===== config.mk =====
export PLATFORM = sky130hd
export DESIGN_NAME = tcc_capture_compare
export DESIGN_NICKNAME = d
export VERILOG_FILES = /design/src/core/tcc_pkg.sv /design/src/core/tcc_capture_compare.sv
export SDC_FILE = /design/constraint.sdc
export NUM_CORES = 1
export LEC_CHECK = 0
export BUFFER_PORTS_ARGS = -buffer_cell sky130_fd_sc_hd__buf_2
export CAP_MARGIN = 30
export CORE_MARGIN = 2
export CORE_UTILIZATION = 38
export DETAILED_ROUTE_END_ITERATION = 8
export GPL_TIMING_DRIVEN = 0
export SETUP_SLACK_MARGIN = 0.5
export SLEW_MARGIN = 30
export SYNTH_ARGS = -nofsm -noshare
export SYNTH_HDL_FRONTEND = slang
export SYNTH_SLANG_ARGS = --single-unit
export TNS_END_PERCENT = 100

===== constraint.sdc =====
create_clock -name clock_in -period 3.1 [get_ports clock_in]
set_clock_uncertainty 0.1 [all_clocks]
set_input_delay 0.62 -clock clock_in [delete_from_list [all_inputs] [get_ports clock_in]]
set_output_delay 0.62 -clock clock_in [all_outputs]
set_load 0.01 [all_outputs]

===== src/core/tcc_pkg.sv =====
// Constants and state carrier for the timer capture and compare units
package tcc_pkg;

  localparam int unsigned CNT_W = 16;
  localparam int unsigned CHANNELS = 2;
  localparam int unsigned FILTER_SAMPLES = 4;

  // Register byte addresses on the 8-bit register port
  localparam logic [3:0] ADDR_CTRL_A = 4'h0;
  localparam logic [3:0] ADDR_CTRL_B = 4'h1;
  localparam logic [3:0] ADDR_CTRL_C = 4'h2;
  localparam logic [3:0] ADDR_CAP_L = 4'h4;
  localparam logic [3:0] ADDR_CAP_H = 4'h5;
  localparam logic [3:0] ADDR_CMP_L_BASE = 4'h6;
  localparam logic [3:0] ADDR_IRQ_MASK = 4'hA;
  localparam logic [3:0] ADDR_FLAGS = 4'hB;
  localparam logic [3:0] ADDR_CMP_CTRL = 4'hC;

  // Field positions
  localparam int unsigned CTRLA_COM_A_LSB = 6;
  localparam int unsigned CTRLA_WGM_LO_LSB = 0;
  localparam int unsigned CTRLB_FILTER_BIT = 7;
  localparam int unsigned CTRLB_EDGE_BIT = 6;
  localparam int unsigned CTRLB_WGM_HI_LSB = 3;
  localparam int unsigned CTRLC_FORCE_A_BIT = 7;
  localparam int unsigned CAP_BIT = 5;
  localparam int unsigned CMP_A_BIT = 1;
  localparam int unsigned CMP_SEL_BIT = 2;

  typedef struct packed {
    logic [1:0] sync_pin;
    logic [1:0] sync_cmp;
    logic [FILTER_SAMPLES-1:0] filt_hist;
    logic filt_level;
    logic edge_prev;
    logic [CNT_W-1:0] capture;
    logic [7:0] temp;
    logic [CHANNELS-1:0][CNT_W-1:0] cmp_buf;
    logic [CHANNELS-1:0][CNT_W-1:0] cmp_act;
    logic [3:0] wgm;
    logic [CHANNELS-1:0][1:0] com;
    logic filter_en;
    logic edge_rise;
    logic cmp_sel;
    logic cap_flag;
    logic cap_ie;
    logic cap_irq;
    logic [CHANNELS-1:0] cmp_flag;
    logic [CHANNELS-1:0] cmp_ie;
    logic [CHANNELS-1:0] cmp_irq;
    logic [CHANNELS-1:0] match;
    logic [CHANNELS-1:0] force_cmp;
    logic block_pending;
    logic [7:0] rdata;
  } tcc_state_s;

  localparam tcc_state_s STATE_RST = '0;

endpackage


===== src/core/tcc_capture_compare.sv =====
// Input capture and output compare units of a 16-bit timer
`timescale 1ns/1ps

// Overview of operation
// - Selected edge copies counter into capture register
// - Capture flag set in the copy cycle
// - Capture request when enabled; service clears flag
// - Writing one clears the capture flag
// - Low capture read loads shared high latch
// - Capture writable only in capture-top modes
// - Select bit routes comparator as capture trigger
// - Both triggers synchronised; filter adds four cycles
// - Capture triggering off in capture-top modes
// - Driving the pin itself can trigger capture
// - Filter output moves after four agreeing samples
// - Filter enabled in control B, system clock
// - Every capture overwrites the previous value
// - Equality match sets compare flag on tick
// - Compare request when enabled; service or one clears
// - PWM modes double buffer; others bypass buffer
// - CPU reaches buffer or active register accordingly
// - High write to latch; low write moves both
// - Compare reads bypass the shared high latch
// - Force strobe acts as match in non-PWM modes only, no flag
// - Counter write blocks matches at next tick
// - Output mode field is never buffered
module tcc_capture_compare
  import tcc_pkg::*;
#(
  parameter int unsigned ADDR_W = 4
)
(
  input wire logic clock_in,
  input wire logic srst_in,
  input wire logic [ADDR_W-1:0] addr_in,
  input wire logic [7:0] wdata_in,
  input wire logic wr_in,
  input wire logic rd_in,
  output logic [7:0] rdata_out,
  input wire logic capture_input_pin_in,
  input wire logic comparator_output_in,
  input wire logic [CNT_W-1:0] counter_value_in,
  input wire logic timer_tick_in,
  input wire logic top_in,
  input wire logic bottom_in,
  input wire logic counter_write_in,
  input wire logic capture_ack_in,
  input wire logic [CHANNELS-1:0] compare_ack_in,
  output logic capture_irq_out,
  output logic [CHANNELS-1:0] compare_irq_out,
  output logic [CHANNELS-1:0] match_out,
  output logic [CHANNELS-1:0] force_out,
  output logic [3:0] waveform_mode_out,
  output logic [CHANNELS-1:0][1:0] compare_output_mode_out,
  output logic [CHANNELS-1:0][CNT_W-1:0] compare_value_out,
  output logic [CNT_W-1:0] capture_value_out
);

  if (ADDR_W < 4)
  begin : g_addr_check
    $error("ADDR_W must be at least 4");
  end

  // The byte map holds two channels of 16-bit values, two bytes each
  if (CNT_W != 16)
  begin : g_width_check
    $error("CNT_W must be 16");
  end

  if (CHANNELS != 2)
  begin : g_channel_check
    $error("CHANNELS must be 2");
  end

  // The agreement vote needs a history of at least two samples
  if (FILTER_SAMPLES < 2)
  begin : g_filter_check
    $error("FILTER_SAMPLES must be at least 2");
  end

  tcc_state_s state_reg;
  tcc_state_s state_next;
  logic [3:0] addr;
  logic src;
  logic det;
  logic cap_evt;
  logic pwm;
  logic cap_top;
  logic suppress;
  logic cap_clr;
  logic [CHANNELS-1:0] cmp_clr;
  logic [CHANNELS-1:0] hit;

  // Twelve of the sixteen modes are PWM; 0, 4, 12 and 13 are not
  function automatic logic is_pwm(input logic [3:0] wgm);
    is_pwm = !(wgm == 4'h0 || wgm == 4'h4 || wgm == 4'hC || wgm == 4'hD);
  endfunction

  function automatic logic uses_capture_top(input logic [3:0] wgm);
    uses_capture_top = (wgm == 4'h8 || wgm == 4'hA || wgm == 4'hC || wgm == 4'hE);
  endfunction

  // Phase correct modes reload at TOP, the other PWM modes at BOTTOM
  function automatic logic reload_at_top(input logic [3:0] wgm);
    reload_at_top = (wgm == 4'h1 || wgm == 4'h2 || wgm == 4'h3 || wgm == 4'hA ||
                     wgm == 4'hB);
  endfunction

  function automatic logic [3:0] cmp_addr(input int unsigned ch, input logic hi);
    cmp_addr = 4'(ADDR_CMP_L_BASE + 2 * ch + int'(hi));
  endfunction

  assign addr = addr_in[3:0];

  always_comb
  begin
    state_next = state_reg;
    src = 1'b0;
    det = 1'b0;
    cap_evt = 1'b0;
    cap_clr = capture_ack_in;
    cmp_clr = compare_ack_in;
    hit = '0;
    pwm = is_pwm(state_reg.wgm);
    cap_top = uses_capture_top(state_reg.wgm);
    state_next.rdata = 8'h00;
    state_next.match = '0;
    state_next.force_cmp = '0;

    // pin level sampled regardless of direction
    state_next.sync_pin = {state_reg.sync_pin[0], capture_input_pin_in};
    state_next.sync_cmp = {state_reg.sync_cmp[0], comparator_output_in};
    src = state_reg.cmp_sel ? state_reg.sync_cmp[1] : state_reg.sync_pin[1];

    // four agreeing samples
    // Newest sample takes part in the vote, so the filter adds exactly four cycles
    state_next.filt_hist = {state_reg.filt_hist[FILTER_SAMPLES-2:0], src};
    if (&state_next.filt_hist)
    begin
      state_next.filt_level = 1'b1;
    end
    else if (~|state_next.filt_hist)
    begin
      state_next.filt_level = 1'b0;
    end
    det = state_reg.filter_en ? state_reg.filt_level : src;
    state_next.edge_prev = det;

    cap_evt = !cap_top && (state_reg.edge_rise ? (det && !state_reg.edge_prev) :
                                                 (!det && state_reg.edge_prev));
    if (cap_evt)
    begin
      state_next.capture = counter_value_in;
    end

    // reload active value at TOP or BOTTOM
    if (pwm && timer_tick_in && (reload_at_top(state_reg.wgm) ? top_in : bottom_in))
    begin
      state_next.cmp_act = state_reg.cmp_buf;
    end

    // block matches until the next tick
    suppress = state_reg.block_pending || counter_write_in;
    state_next.block_pending = counter_write_in || (state_reg.block_pending && !timer_tick_in);

    if (wr_in)
    begin
      if (addr == ADDR_CTRL_A)
      begin
        for (int c = 0; c < CHANNELS; c++)
        begin
          state_next.com[c] = wdata_in[CTRLA_COM_A_LSB - 2 * c +: 2];
        end
        state_next.wgm[1:0] = wdata_in[CTRLA_WGM_LO_LSB +: 2];
      end
      else if (addr == ADDR_CTRL_B)
      begin
        state_next.filter_en = wdata_in[CTRLB_FILTER_BIT];
        state_next.edge_rise = wdata_in[CTRLB_EDGE_BIT];
        state_next.wgm[3:2] = wdata_in[CTRLB_WGM_HI_LSB +: 2];
      end
      else if (addr == ADDR_CTRL_C)
      begin
        for (int c = 0; c < CHANNELS; c++)
        begin
          state_next.force_cmp[c] = !pwm && wdata_in[CTRLC_FORCE_A_BIT - c];
        end
      end
      else if (addr == ADDR_CAP_L)
      begin
        // write only when capture defines TOP
        if (cap_top)
        begin
          state_next.capture = {state_reg.temp, wdata_in};
        end
      end
      else if (addr == ADDR_CAP_H)
      begin
        state_next.temp = wdata_in;
      end
      else if (addr == ADDR_IRQ_MASK)
      begin
        state_next.cap_ie = wdata_in[CAP_BIT];
        for (int c = 0; c < CHANNELS; c++)
        begin
          state_next.cmp_ie[c] = wdata_in[CMP_A_BIT + c];
        end
      end
      else if (addr == ADDR_FLAGS)
      begin
        cap_clr = cap_clr || wdata_in[CAP_BIT];
        for (int c = 0; c < CHANNELS; c++)
        begin
          cmp_clr[c] = cmp_clr[c] || wdata_in[CMP_A_BIT + c];
        end
      end
      else if (addr == ADDR_CMP_CTRL)
      begin
        state_next.cmp_sel = wdata_in[CMP_SEL_BIT];
      end
      else
      begin
        for (int c = 0; c < CHANNELS; c++)
        begin
          if (addr == cmp_addr(c, 1'b1))
          begin
            state_next.temp = wdata_in;
          end
          else if (addr == cmp_addr(c, 1'b0))
          begin
            // both bytes move together
            // Buffer follows in bypass too, so entering PWM keeps the last value
            state_next.cmp_buf[c] = {state_reg.temp, wdata_in};
            if (!pwm)
            begin
              state_next.cmp_act[c] = {state_reg.temp, wdata_in};
            end
          end
        end
      end
    end

    if (rd_in)
    begin
      if (addr == ADDR_CTRL_A)
      begin
        state_next.rdata = {state_reg.com[0], state_reg.com[1], 2'b00, state_reg.wgm[1:0]};
      end
      else if (addr == ADDR_CTRL_B)
      begin
        state_next.rdata = {state_reg.filter_en, state_reg.edge_rise, 1'b0,
                            state_reg.wgm[3:2], 3'b000};
      end
      else if (addr == ADDR_CAP_L)
      begin
        // low read snapshots the high byte
        state_next.rdata = state_reg.capture[7:0];
        state_next.temp = state_reg.capture[15:8];
      end
      else if (addr == ADDR_CAP_H)
      begin
        state_next.rdata = state_reg.temp;
      end
      else if (addr == ADDR_IRQ_MASK)
      begin
        state_next.rdata = {2'b00, state_reg.cap_ie, 2'b00, state_reg.cmp_ie, 1'b0};
      end
      else if (addr == ADDR_FLAGS)
      begin
        state_next.rdata = {2'b00, state_reg.cap_flag, 2'b00, state_reg.cmp_flag, 1'b0};
      end
      else if (addr == ADDR_CMP_CTRL)
      begin
        state_next.rdata = {5'b00000, state_reg.cmp_sel, 2'b00};
      end
      else
      begin
        for (int c = 0; c < CHANNELS; c++)
        begin
          // compare reads are direct, no latch
          if (addr == cmp_addr(c, 1'b0))
          begin
            state_next.rdata = pwm ? state_reg.cmp_buf[c][7:0] : state_reg.cmp_act[c][7:0];
          end
          else if (addr == cmp_addr(c, 1'b1))
          begin
            state_next.rdata = pwm ? state_reg.cmp_buf[c][15:8] : state_reg.cmp_act[c][15:8];
          end
        end
      end
    end

    // flag set with the copy; a new event beats a clear
    state_next.cap_flag = (state_reg.cap_flag && !cap_clr) || cap_evt;
    state_next.cap_irq = state_next.cap_flag && state_next.cap_ie;

    for (int c = 0; c < CHANNELS; c++)
    begin
      // equality sampled at the timer tick
      hit[c] = timer_tick_in && !suppress && (counter_value_in == state_reg.cmp_act[c]);
      state_next.match[c] = hit[c];
      // set wins over acknowledge or write-one clear
      state_next.cmp_flag[c] = (state_reg.cmp_flag[c] && !cmp_clr[c]) || hit[c];
      state_next.cmp_irq[c] = state_next.cmp_flag[c] && state_next.cmp_ie[c];
    end
  end

  always_ff @(posedge clock_in)
  begin
    if (srst_in)
    begin
      state_reg <= STATE_RST;
    end
    else
    begin
      state_reg <= state_next;
    end
  end

  assign rdata_out = state_reg.rdata;
  assign capture_irq_out = state_reg.cap_irq;
  assign compare_irq_out = state_reg.cmp_irq;
  assign match_out = state_reg.match;
  assign force_out = state_reg.force_cmp;
  assign waveform_mode_out = state_reg.wgm;
  assign compare_output_mode_out = state_reg.com;
  assign compare_value_out = state_reg.cmp_act;
  assign capture_value_out = state_reg.capture;

endmodule


* After elaboration in Yosys (flattened, before gate mapping) *
Index checks and enable logic that the tools add are counted.

word-level totals
  register bits = 130
  bits of input ports = 41
  output and inout port bits = 71
  logic and storage cells = 215

cells by class
  equal/unequal tests = 24
  muxes and demuxes = 92
  bitwise logic cells = 12
  reduce and logical (&&, ||, !) cells = 57

operators by type and width
  kind                                                              number
  72-bit two-way mux                                                4
  16-bit two-way mux                                                13
  8-bit two-way mux                                                 22
  88-bit two-way mux                                                2
  99-bit two-way mux                                                1
  90-bit two-way mux                                                1
  64-bit two-way mux                                                1
  4-bit == test (second input constant)                             11
  2-bit two-way mux                                                 17
  16-bit == test                                                    2
  32-bit two-way mux                                                1
  1-bit two-way mux                                                 28
  11-bit AND reduction                                              2
  4-bit by 3-bit == test with 1-bit output (second input constant)  5
  1-bit logical OR                                                  18
  1-bit logical AND                                                 17
  4-bit by 2-bit == test with 1-bit output (second input constant)  3
  1-bit NOT                                                         12
  1-bit logical NOT                                                 9
  9-bit AND reduction                                               1
  4-bit by 1-bit == test with 1-bit output (second input constant)  2
  4-bit logical NOT                                                 2
  4-bit OR reduction                                                2
  6-bit two-way mux                                                 1
  8 further kinds                                                   8

* Logic depth before layout (Yosys ltp) *
Gate-level depths: netlist of the first run.

  word-level depth = 24
  gate-level depth with buffers = 7

* Least setup slack after synthesis of the first run *
Ideal clock, no wire load.

  kind = in2reg
  start point = in addr_in[3]
  end point = reg state_reg, in the netlist capture_value_out[10]
  setup time = 0.118 ns
  arrival = 1.753 ns
  required time = 2.882 ns
  setup slack = 1.129 ns
  stages = 5
  buffers on the path = 1
  cell sequence = nand2b_2 -> or4_4 -> o21bai_4 -> buf_4 -> o21ai_1

on the way
  longest elaborated chain between the ends = 6
  elaborated cells between the ends (all ways) = 9

RTL lines
  what                                      RTL line                    text
  start, declared                           tcc_capture_compare.sv:35   input wire logic [ADDR_W-1:0] addr_in,
  4-bit by 3-bit == test with 1-bit output  tcc_capture_compare.sv:189  else if (addr == ADDR_CAP_L)
  16-bit two-way mux                        tcc_capture_compare.sv:189
  88-bit two-way mux                        tcc_capture_compare.sv:182  else if (addr == ADDR_CTRL_C)
  88-bit two-way mux                        tcc_capture_compare.sv:176  else if (addr == ADDR_CTRL_B)
  90-bit two-way mux (*)                    tcc_capture_compare.sv:168  if (addr == ADDR_CTRL_A)
  99-bit two-way mux (*)                    tcc_capture_compare.sv:166  if (wr_in)
  end signal, assigned                      tcc_capture_compare.sv:316  state_reg <= state_next;
  end, declared                             tcc_capture_compare.sv:81   tcc_state_s state_reg;

Every way passes the cells marked *; elsewhere a longest branch is shown, timed or not.
A chain may end at the register's enable or synchronous reset.

* Worst setup path in the final report of the first run *
  start point = reg state_reg, in the netlist waveform_mode_out[3]
  end point = reg state_reg, in the netlist rdata_out[1]

on the way
  longest elaborated chain between the ends = 16
  elaborated cells between the ends (all ways) = 22

RTL lines
  what                                                                           RTL line                    text
  4-bit by 3-bit == test with 1-bit output or 4-bit logical NOT (tied branches)  tcc_capture_compare.sv:96   is_pwm = !(wgm == 4'h0 || wgm == 4'h4 || wgm == 4'hC || wgm == 4'hD);
  1-bit logical OR (2 in a row)                                                  tcc_capture_compare.sv:96
  1-bit logical OR (*)                                                           tcc_capture_compare.sv:96
  8-bit two-way mux                                                              tcc_capture_compare.sv:287  state_next.rdata = pwm ? state_reg.cmp_buf[c][15:8] : state_reg.cmp_act[c][15:8];
  8-bit two-way mux                                                              tcc_capture_compare.sv:285  else if (addr == cmp_addr(c, 1'b1))
  8-bit two-way mux                                                              tcc_capture_compare.sv:281  if (addr == cmp_addr(c, 1'b0))
  8-bit two-way mux                                                              tcc_capture_compare.sv:285
  8-bit two-way mux (*)                                                          tcc_capture_compare.sv:281
  8-bit two-way mux (*)                                                          tcc_capture_compare.sv:272  else if (addr == ADDR_CMP_CTRL)
  8-bit two-way mux (*)                                                          tcc_capture_compare.sv:268  else if (addr == ADDR_FLAGS)
  8-bit two-way mux (*)                                                          tcc_capture_compare.sv:264  else if (addr == ADDR_IRQ_MASK)
  8-bit two-way mux (*)                                                          tcc_capture_compare.sv:260  else if (addr == ADDR_CAP_H)
  8-bit two-way mux (*)                                                          tcc_capture_compare.sv:254  else if (addr == ADDR_CAP_L)
  8-bit two-way mux (*)                                                          tcc_capture_compare.sv:249  else if (addr == ADDR_CTRL_B)
  8-bit two-way mux (*)                                                          tcc_capture_compare.sv:245  if (addr == ADDR_CTRL_A)

Marked as above.

==> impl_results.md, run 1 <==
- Syn Area/Cell: 8.68 um^2
- # resized after CTS: 0
- Simple-Gate Fraction of Synth Area: between 15 and 20%
- Layout area overhead: 20.4%
- Register area share after synthesis: 37.3%
- Initial antenna violation count: 0
- Die ar.: between 15,000 and 20,000 um^2
- Top post-synthesis cells by area: dfxtp_1, mux2i_1, buf_4, nand2_1, a211oi_1
- Final Max Slew Viols: 0
- RSZ-0062 raised after global routing: no
- GP Congestion: ~0.9
- Sw power: roughly 1.0 mW
- Mean routed wirelength per cell: 21.1 um
- Int Power: about 3.2 mW
- Vias per cell: approximately 5.5
- Residual DRC count: 0
- CP max FO: 10
- Synth warn: 0
- R2R setup slack: around 0.56 ns
- Final nets: 970
- Finished Cell Area: around 8400 um^2
- Max Cap Violations: 0
- # port buffers: 105
- Largest family of logic cells by synthesized area: simple AND/OR/NAND/NOR gates
- Yosys top cell by area: dfxtp_1
- Vias: 6,413
- Most frequent cells in the layout: dfxtp_1, buf_2, nand2_1
- Setup TNS: 0 ns
- Largest net degree at the start of global routing: 17
- Synth unique cells: a little over 60
- CTS sink cnt: between 100 and 150
- Post-synthesis mux area share: between 10% and 20%
- Synth Area in Adders: 0%
- Pwr/cell area: slightly above 500 nW/um^2
- Cts hold-fix bufs: 0
- Switch share: between 20% and 30%
- Largest register FFs: 54
- CTS clock-pin slew for the worst setup and hold paths: about 0.06 ns
- Worst hold path type: input port to flop
- Drt initial violations: about 680
- Vias in the first global route: between 5,000 and 6,000
- Post-Synth XOR/XNOR Area: 4.01%
- Cells after Synth: between 800 and 900
- Crit end category: flop
- Die W: 140 um
- Placed Instance Area: 7800 um^2
- Worst r2r path cells: 6
- Share of cells above drive strength 1: between 20% and 30%
- Layout fillers: 1,800
- First-pass GRT wire length: between 30,000 and 40,000 um
- R2r endpoint: rdata_out[1]
- Drt first pass iters: 8
- Starting Density: around 39%
- Row cnt: 49
- Max-slew headroom: 33.7%
- TritonCTS clock tree: done
- Startpoint Class: flop
- Final HPWL from detailed placement: approximately 18,000 um
- Most common cell after layout, fill and taps aside: dfxtp_1
- Cell Area, Synth: between 6000 and 7000 um^2
- Core Area: between 15,000 and 20,000 um^2
- Post-route minimum period: 2.54 ns
- Register bit total from synthesis: 130
- Fin crit share: about 82%
- Prevailing post-synth register cell: dfxtp_1
- Io pins: roughly 110
- Num CTS Buffers: 17
- Critical Path RT: roughly 3.3 ns
- Yosys top cell area share: about 37%
- CP Capture Point: rdata_out[1]
- Final wirelength: between 20,000 and 25,000 um
- CTS Root Cell: clkbuf_16
- Maximum VDD drop: between 0.0004 and 0.0005 V
- Register share of total power: roughly 40%
- Worst Setup SP: waveform_mode_out[3]
- Final WS setup: around 0.56 ns
- Clock buffer depth: 2
- Critical path arrival: around 2.7 ns
- Post-synth EDFFs: 0
- Pre-CTS WS: 0.526 ns
- Peak Freq: 394 MHz
- GRT Util Overall: approximately a quarter
- DRT antenna net count: 0
- Static Leak: between 3 and 4 nW
- Die H: around 140 um
- Outcome: finished clean
- Final Hold Vio Count: 0
- Post-CTS Repair Setup Buffers: 0
- Worst skew pair latency: 0.43 ns
- H-tree depth: 4
- Async set-reset flop share out of synthesis: 0%
- ANT cells: 0
- Final setup violation count: 0
- Gate power share: 9.2%
- Grt total ovfl: 0
- Category of the most critical setup path: flop to flop
- Net Count, Synth: 846
- Clock power frac: about 50%
- Worst slew pin tran: between 0.9 and 1 ns
- Reg2reg start: waveform_mode_out[3]
- Area fraction in compound gates after synthesis: between 10% and 20%
==> power by group through the flow <==
| stage | logic, mW | registers (mW) | clock network [mW] |
|---|---|---|---|
| finish | 0.391 | 1.75 | 2.12 |
| global route | 0.413 | 1.75 | 2.19 |
| CTS | 0.384 | 1.74 | 2.13 |
| detailed placement | 0.383 | 1.78 | 0 |
| global placement | 0.382 | 1.78 | 0 |
| floorplan | 0.239 | 1.76 | 0 |
==> worst min-delay path by stage <==
stage | from | to | slack, ns | cells after the start
floorplan | state_next[128] | state_reg[128] | 0.31 | 1
global placement | state_next[130] | state_reg[130] | 0.32 | 1
detailed placement | state_next[130] | state_reg[130] | 0.33 | 1
CTS | comparator_output_in | state_next[128] | 0.31 | 2
global route | comparator_output_in | state_next[128] | 0.33 | 2
finish | comparator_output_in | state_next[128] | 0.31 | 2
==> stage by stage <==
stage          instances  power [mW]  hold WS, ns  util (%)
2_1_floorplan        805        2.00        0.314         -
3_3_place_gp        1139        2.16        0.324      43.3
3_5_place_dp        1139        2.16        0.328      43.3
4_1_cts             1170        4.26        0.313      46.6
5_1_grt             1170        4.35        0.333      46.6
6_report            1170        4.25        0.310      46.6
==> layer usage <==
metal,routed length [um],GRT usage (%),share of wire (%),up-vias
li1,-,-,-,2983
met1,11100,34.8,45,3077
met2,10800,38.2,44,301
met3,1930,5.68,7.8,52
met4,754,8.95,3.1,0
met5,0,0,0,-
==> worst max-delay path, stage by stage (launching register included) <==
cell,delay [ns]
dfxtp_1,0.46
nor2b_1,0.13
nor3_4,0.50
buf_4,0.35
mux2i_1,0.38
o22ai_1,0.15
o31a_1,0.33
==> cell usage after synthesis (8+ instances only) <==
library cell,number
a211oi_1,41
a21oi_1,45
buf_2,11
buf_4,79
clkbuf_1,26
dfxtp_1,130
inv_1,8
mux2i_1,95
nand2_1,106
nand2b_1,13
nand3_1,19
nor2_1,68
nor2b_1,11
o21ai_0,15
o21ai_1,8
o22ai_1,13
xnor2_1,30
==> logic make-up (layout without fill, tap and decap cells) <==
group | Yosys count | after routing
flops | 130 | 130
xor+xnor | 32 | 32
mux | 102 | 102
compound gates | 151 | 151
simple gates | 259 | 259
buf+inv | 131 | 267
==> layout make-up <==
| type | count | area, um^2 | share of cell area [%] |
|---|---|---|---|
| flip-flops and latches | 130 | 2600 | 31.0 |
| multi-input cells | 544 | 3560 | 42.3 |
| well taps | 229 | 287 | 3.41 |
| clock buffers | 21 | 450 | 5.36 |
| repair buffers | 105 | 526 | 6.25 |
| clock inverters | 10 | 159 | 1.89 |
| inverters | 8 | 30.0 | 0.357 |
| plain buffers | 123 | 796 | 9.47 |
(Power assumes the default switching activity.)
==> run 2: changes to the inputs <==
Clock period 3.1 ns to 2.05 ns, I/O delays scaled along.
==> impl_results.md, run 2 (synthesized netlist as in run 1, its figures left out) <==
- Cts hold-fix bufs: 0 (unchanged)
- Sw power: 1.60 mW (+53%)
- R2R setup slack: 0.005 ns (-0.56 ns)
- Clock buffer depth: 2 (unchanged)
- Switch share: 25.2% (+0.66 points)
- M1 wire length: 11,300 um (+1.4%)
- Core Area: 18,000 um^2 (unchanged)
- CTS sink cnt: 130 (unchanged)
- Critical Path RT: 2.25 ns (-1.05 ns)
- Initial antenna violation count: 0 (unchanged)
- Worst slew pin tran: 0.868 ns (-0.112 ns)
- Final Util: 56.6% (+10 points)
- Die H: 140 um (unchanged)
- Final Hold Vio Count: 0 (unchanged)
- Post-route minimum period: 2.04 ns (-0.492 ns)
- Category of the most critical setup path: flop to flop
- Largest net degree at the start of global routing: 17 (unchanged)
- Clock power frac: 46.8% (-3.0 points)
- ANT cells: 0 (unchanged)
- Grt total ovfl: 0 (unchanged)
- Fin crit share: 99.7% (+18 points)
- Outcome: finished clean
- Die ar.: 19,500 um^2 (unchanged)
- Starting Density: 38.7% (unchanged)
- Power, Total: 6.34 mW (+49%)
- Peak Freq: 489 MHz (+24%)
- # port buffers: 105 (unchanged)
- Io pins: 112 (unchanged)
- Die W: 140 um (unchanged)
- DRT antenna net count: 0 (unchanged)
- Worst hold path type: input port to flop
- Drt first pass iters: 5 (-3)
- TritonCTS clock tree: done
- Largest register FFs: 54 (unchanged)
- Vias: 6,909 (+7.7%)
- Max-slew headroom: 42.1% (+8.4 points)
- Critical path arrival: 2.25 ns (-0.49 ns)
- WL met3: 2580 um (+34%)
- Startpoint Class: flop
- Vias in the first global route: 6,298 (+7.6%)
- Maximum VDD drop: 0.000563 V (+37%)
- Layout area overhead: 46.1%
- GRT Util Overall: 27.2% (+2.2 points)
- GP Congestion: 0.955 (+3.0%)
- Static Leak: 4.38 nW (+16%)
- Int Power: 4.74 mW (+48%)
- Gate power share: 12.2% (+3.0 points)
- Residual DRC count: 0 (unchanged)
- First-pass GRT wire length: 39,400 um (+7.7%)
- Max Cap Violations: 0 (unchanged)
- Max layer used: met4
- Vias per cell: 5.59 (+1.9%)
- CTS clock-pin slew for the worst setup and hold paths: 0.06 ns (about the same)
- Drt initial violations: 806 (+19%)
- RSZ-0062 raised after global routing: yes
- Crit end category: flop
- Final setup violation count: 0 (unchanged)
- CP max FO: 8 (-2)
- Final Max Slew Viols: 0 (unchanged)
- Share of cells above drive strength 1: 44.0% (+17 points)
- Final HPWL from detailed placement: 18,300 um (+1.9%)
- Final wirelength: 27,600 um (+12%)
- H-tree depth: 4 (unchanged)
- Mean routed wirelength per cell: 22.3 um (+5.7%)
- Num CTS Buffers: 17 (unchanged)
- Register share of total power: 41.0% (about the same)
- Most common cell after layout, fill and taps aside: nand2_1
- Pwr/cell area: 621 nW/um^2 (+23%)
- Metal2 WL: 12,600 um (+16%)
- Row cnt: 49 (unchanged)
- Final nets: 1,038 (+7.0%)
- Most frequent cells in the layout: nand2_1, buf_4, buf_2
- CTS Root Cell: clkbuf_16
- Worst skew pair latency: 0.42 ns (about the same)
[run 2: final timing paths]
check                  startpoint               to  cells past startpoint
min          capture_input_pin_in  state_next[130]                      2
max          waveform_mode_out[0]     rdata_out[2]                      7
min reg2reg       state_next[128]   state_reg[128]                      1
max reg2reg  waveform_mode_out[0]     rdata_out[2]                      7
[run 2: metal layers]
metal | track usage, % | vias up
met4 | 11.6 | 0
met1 | 37.4 | 3298
met3 | 5.37 | 67
met5 | 0 | -
li1 | - | 3143
met2 | 41.6 | 401
[run 2: power by group through the flow]
| stage | logic (mW) | registers (mW) | clock network, mW |
|---|---|---|---|
| floorplan | 0.381 | 2.66 | 0 |
| global placement | 0.603 | 2.69 | 0 |
| detailed placement | 0.602 | 2.69 | 0 |
| CTS | 0.688 | 2.60 | 2.99 |
| global route | 0.812 | 2.60 | 3.10 |
| finish | 0.775 | 2.60 | 2.96 |
[run 2: final cells by class]
class / count / area (um^2)
fillers: 1607 / 7820
flip-flops and latches: 130 / 2770
plain buffers: 123 / 1090
well taps: 229 / 287
repair buffers: 173 / 1470
inverters: 8 / 30.0
clock inverters: 6 / 80.1
clock buffers: 24 / 482
multi-input cells: 544 / 3990
[run 2: repair_timing]
action,in CTS,in global routing
gates cloned,6,6
pin swaps,38,19
setup endpoints to repair,145,121
resized for setup,144,111
setup buffers,40,16
[run 2: stage by stage]
step	worst slack (ns)	hold slack, ns	cells	TNS [ns]	cell area, um^2
global placement	-0.448	0.317	1139	-11.08	7960
finish	0.00542	0.110	1237	0	10200
global route	-0.00373	0.141	1237	-0.00373	10200
CTS	0.127	0.0982	1215	0	9460
detailed placement	-0.428	0.325	1139	-11.16	7960
floorplan	0.120	0.314	805	0	7150
[run 2: critical path: stages (launching register included)]
cell     delay, ns
dfxtp_4       0.36
nor2b_4       0.14
nor3_4        0.19
buf_12        0.19
buf_12        0.16
mux2i_2       0.36
o22ai_1       0.13
o31a_1        0.29
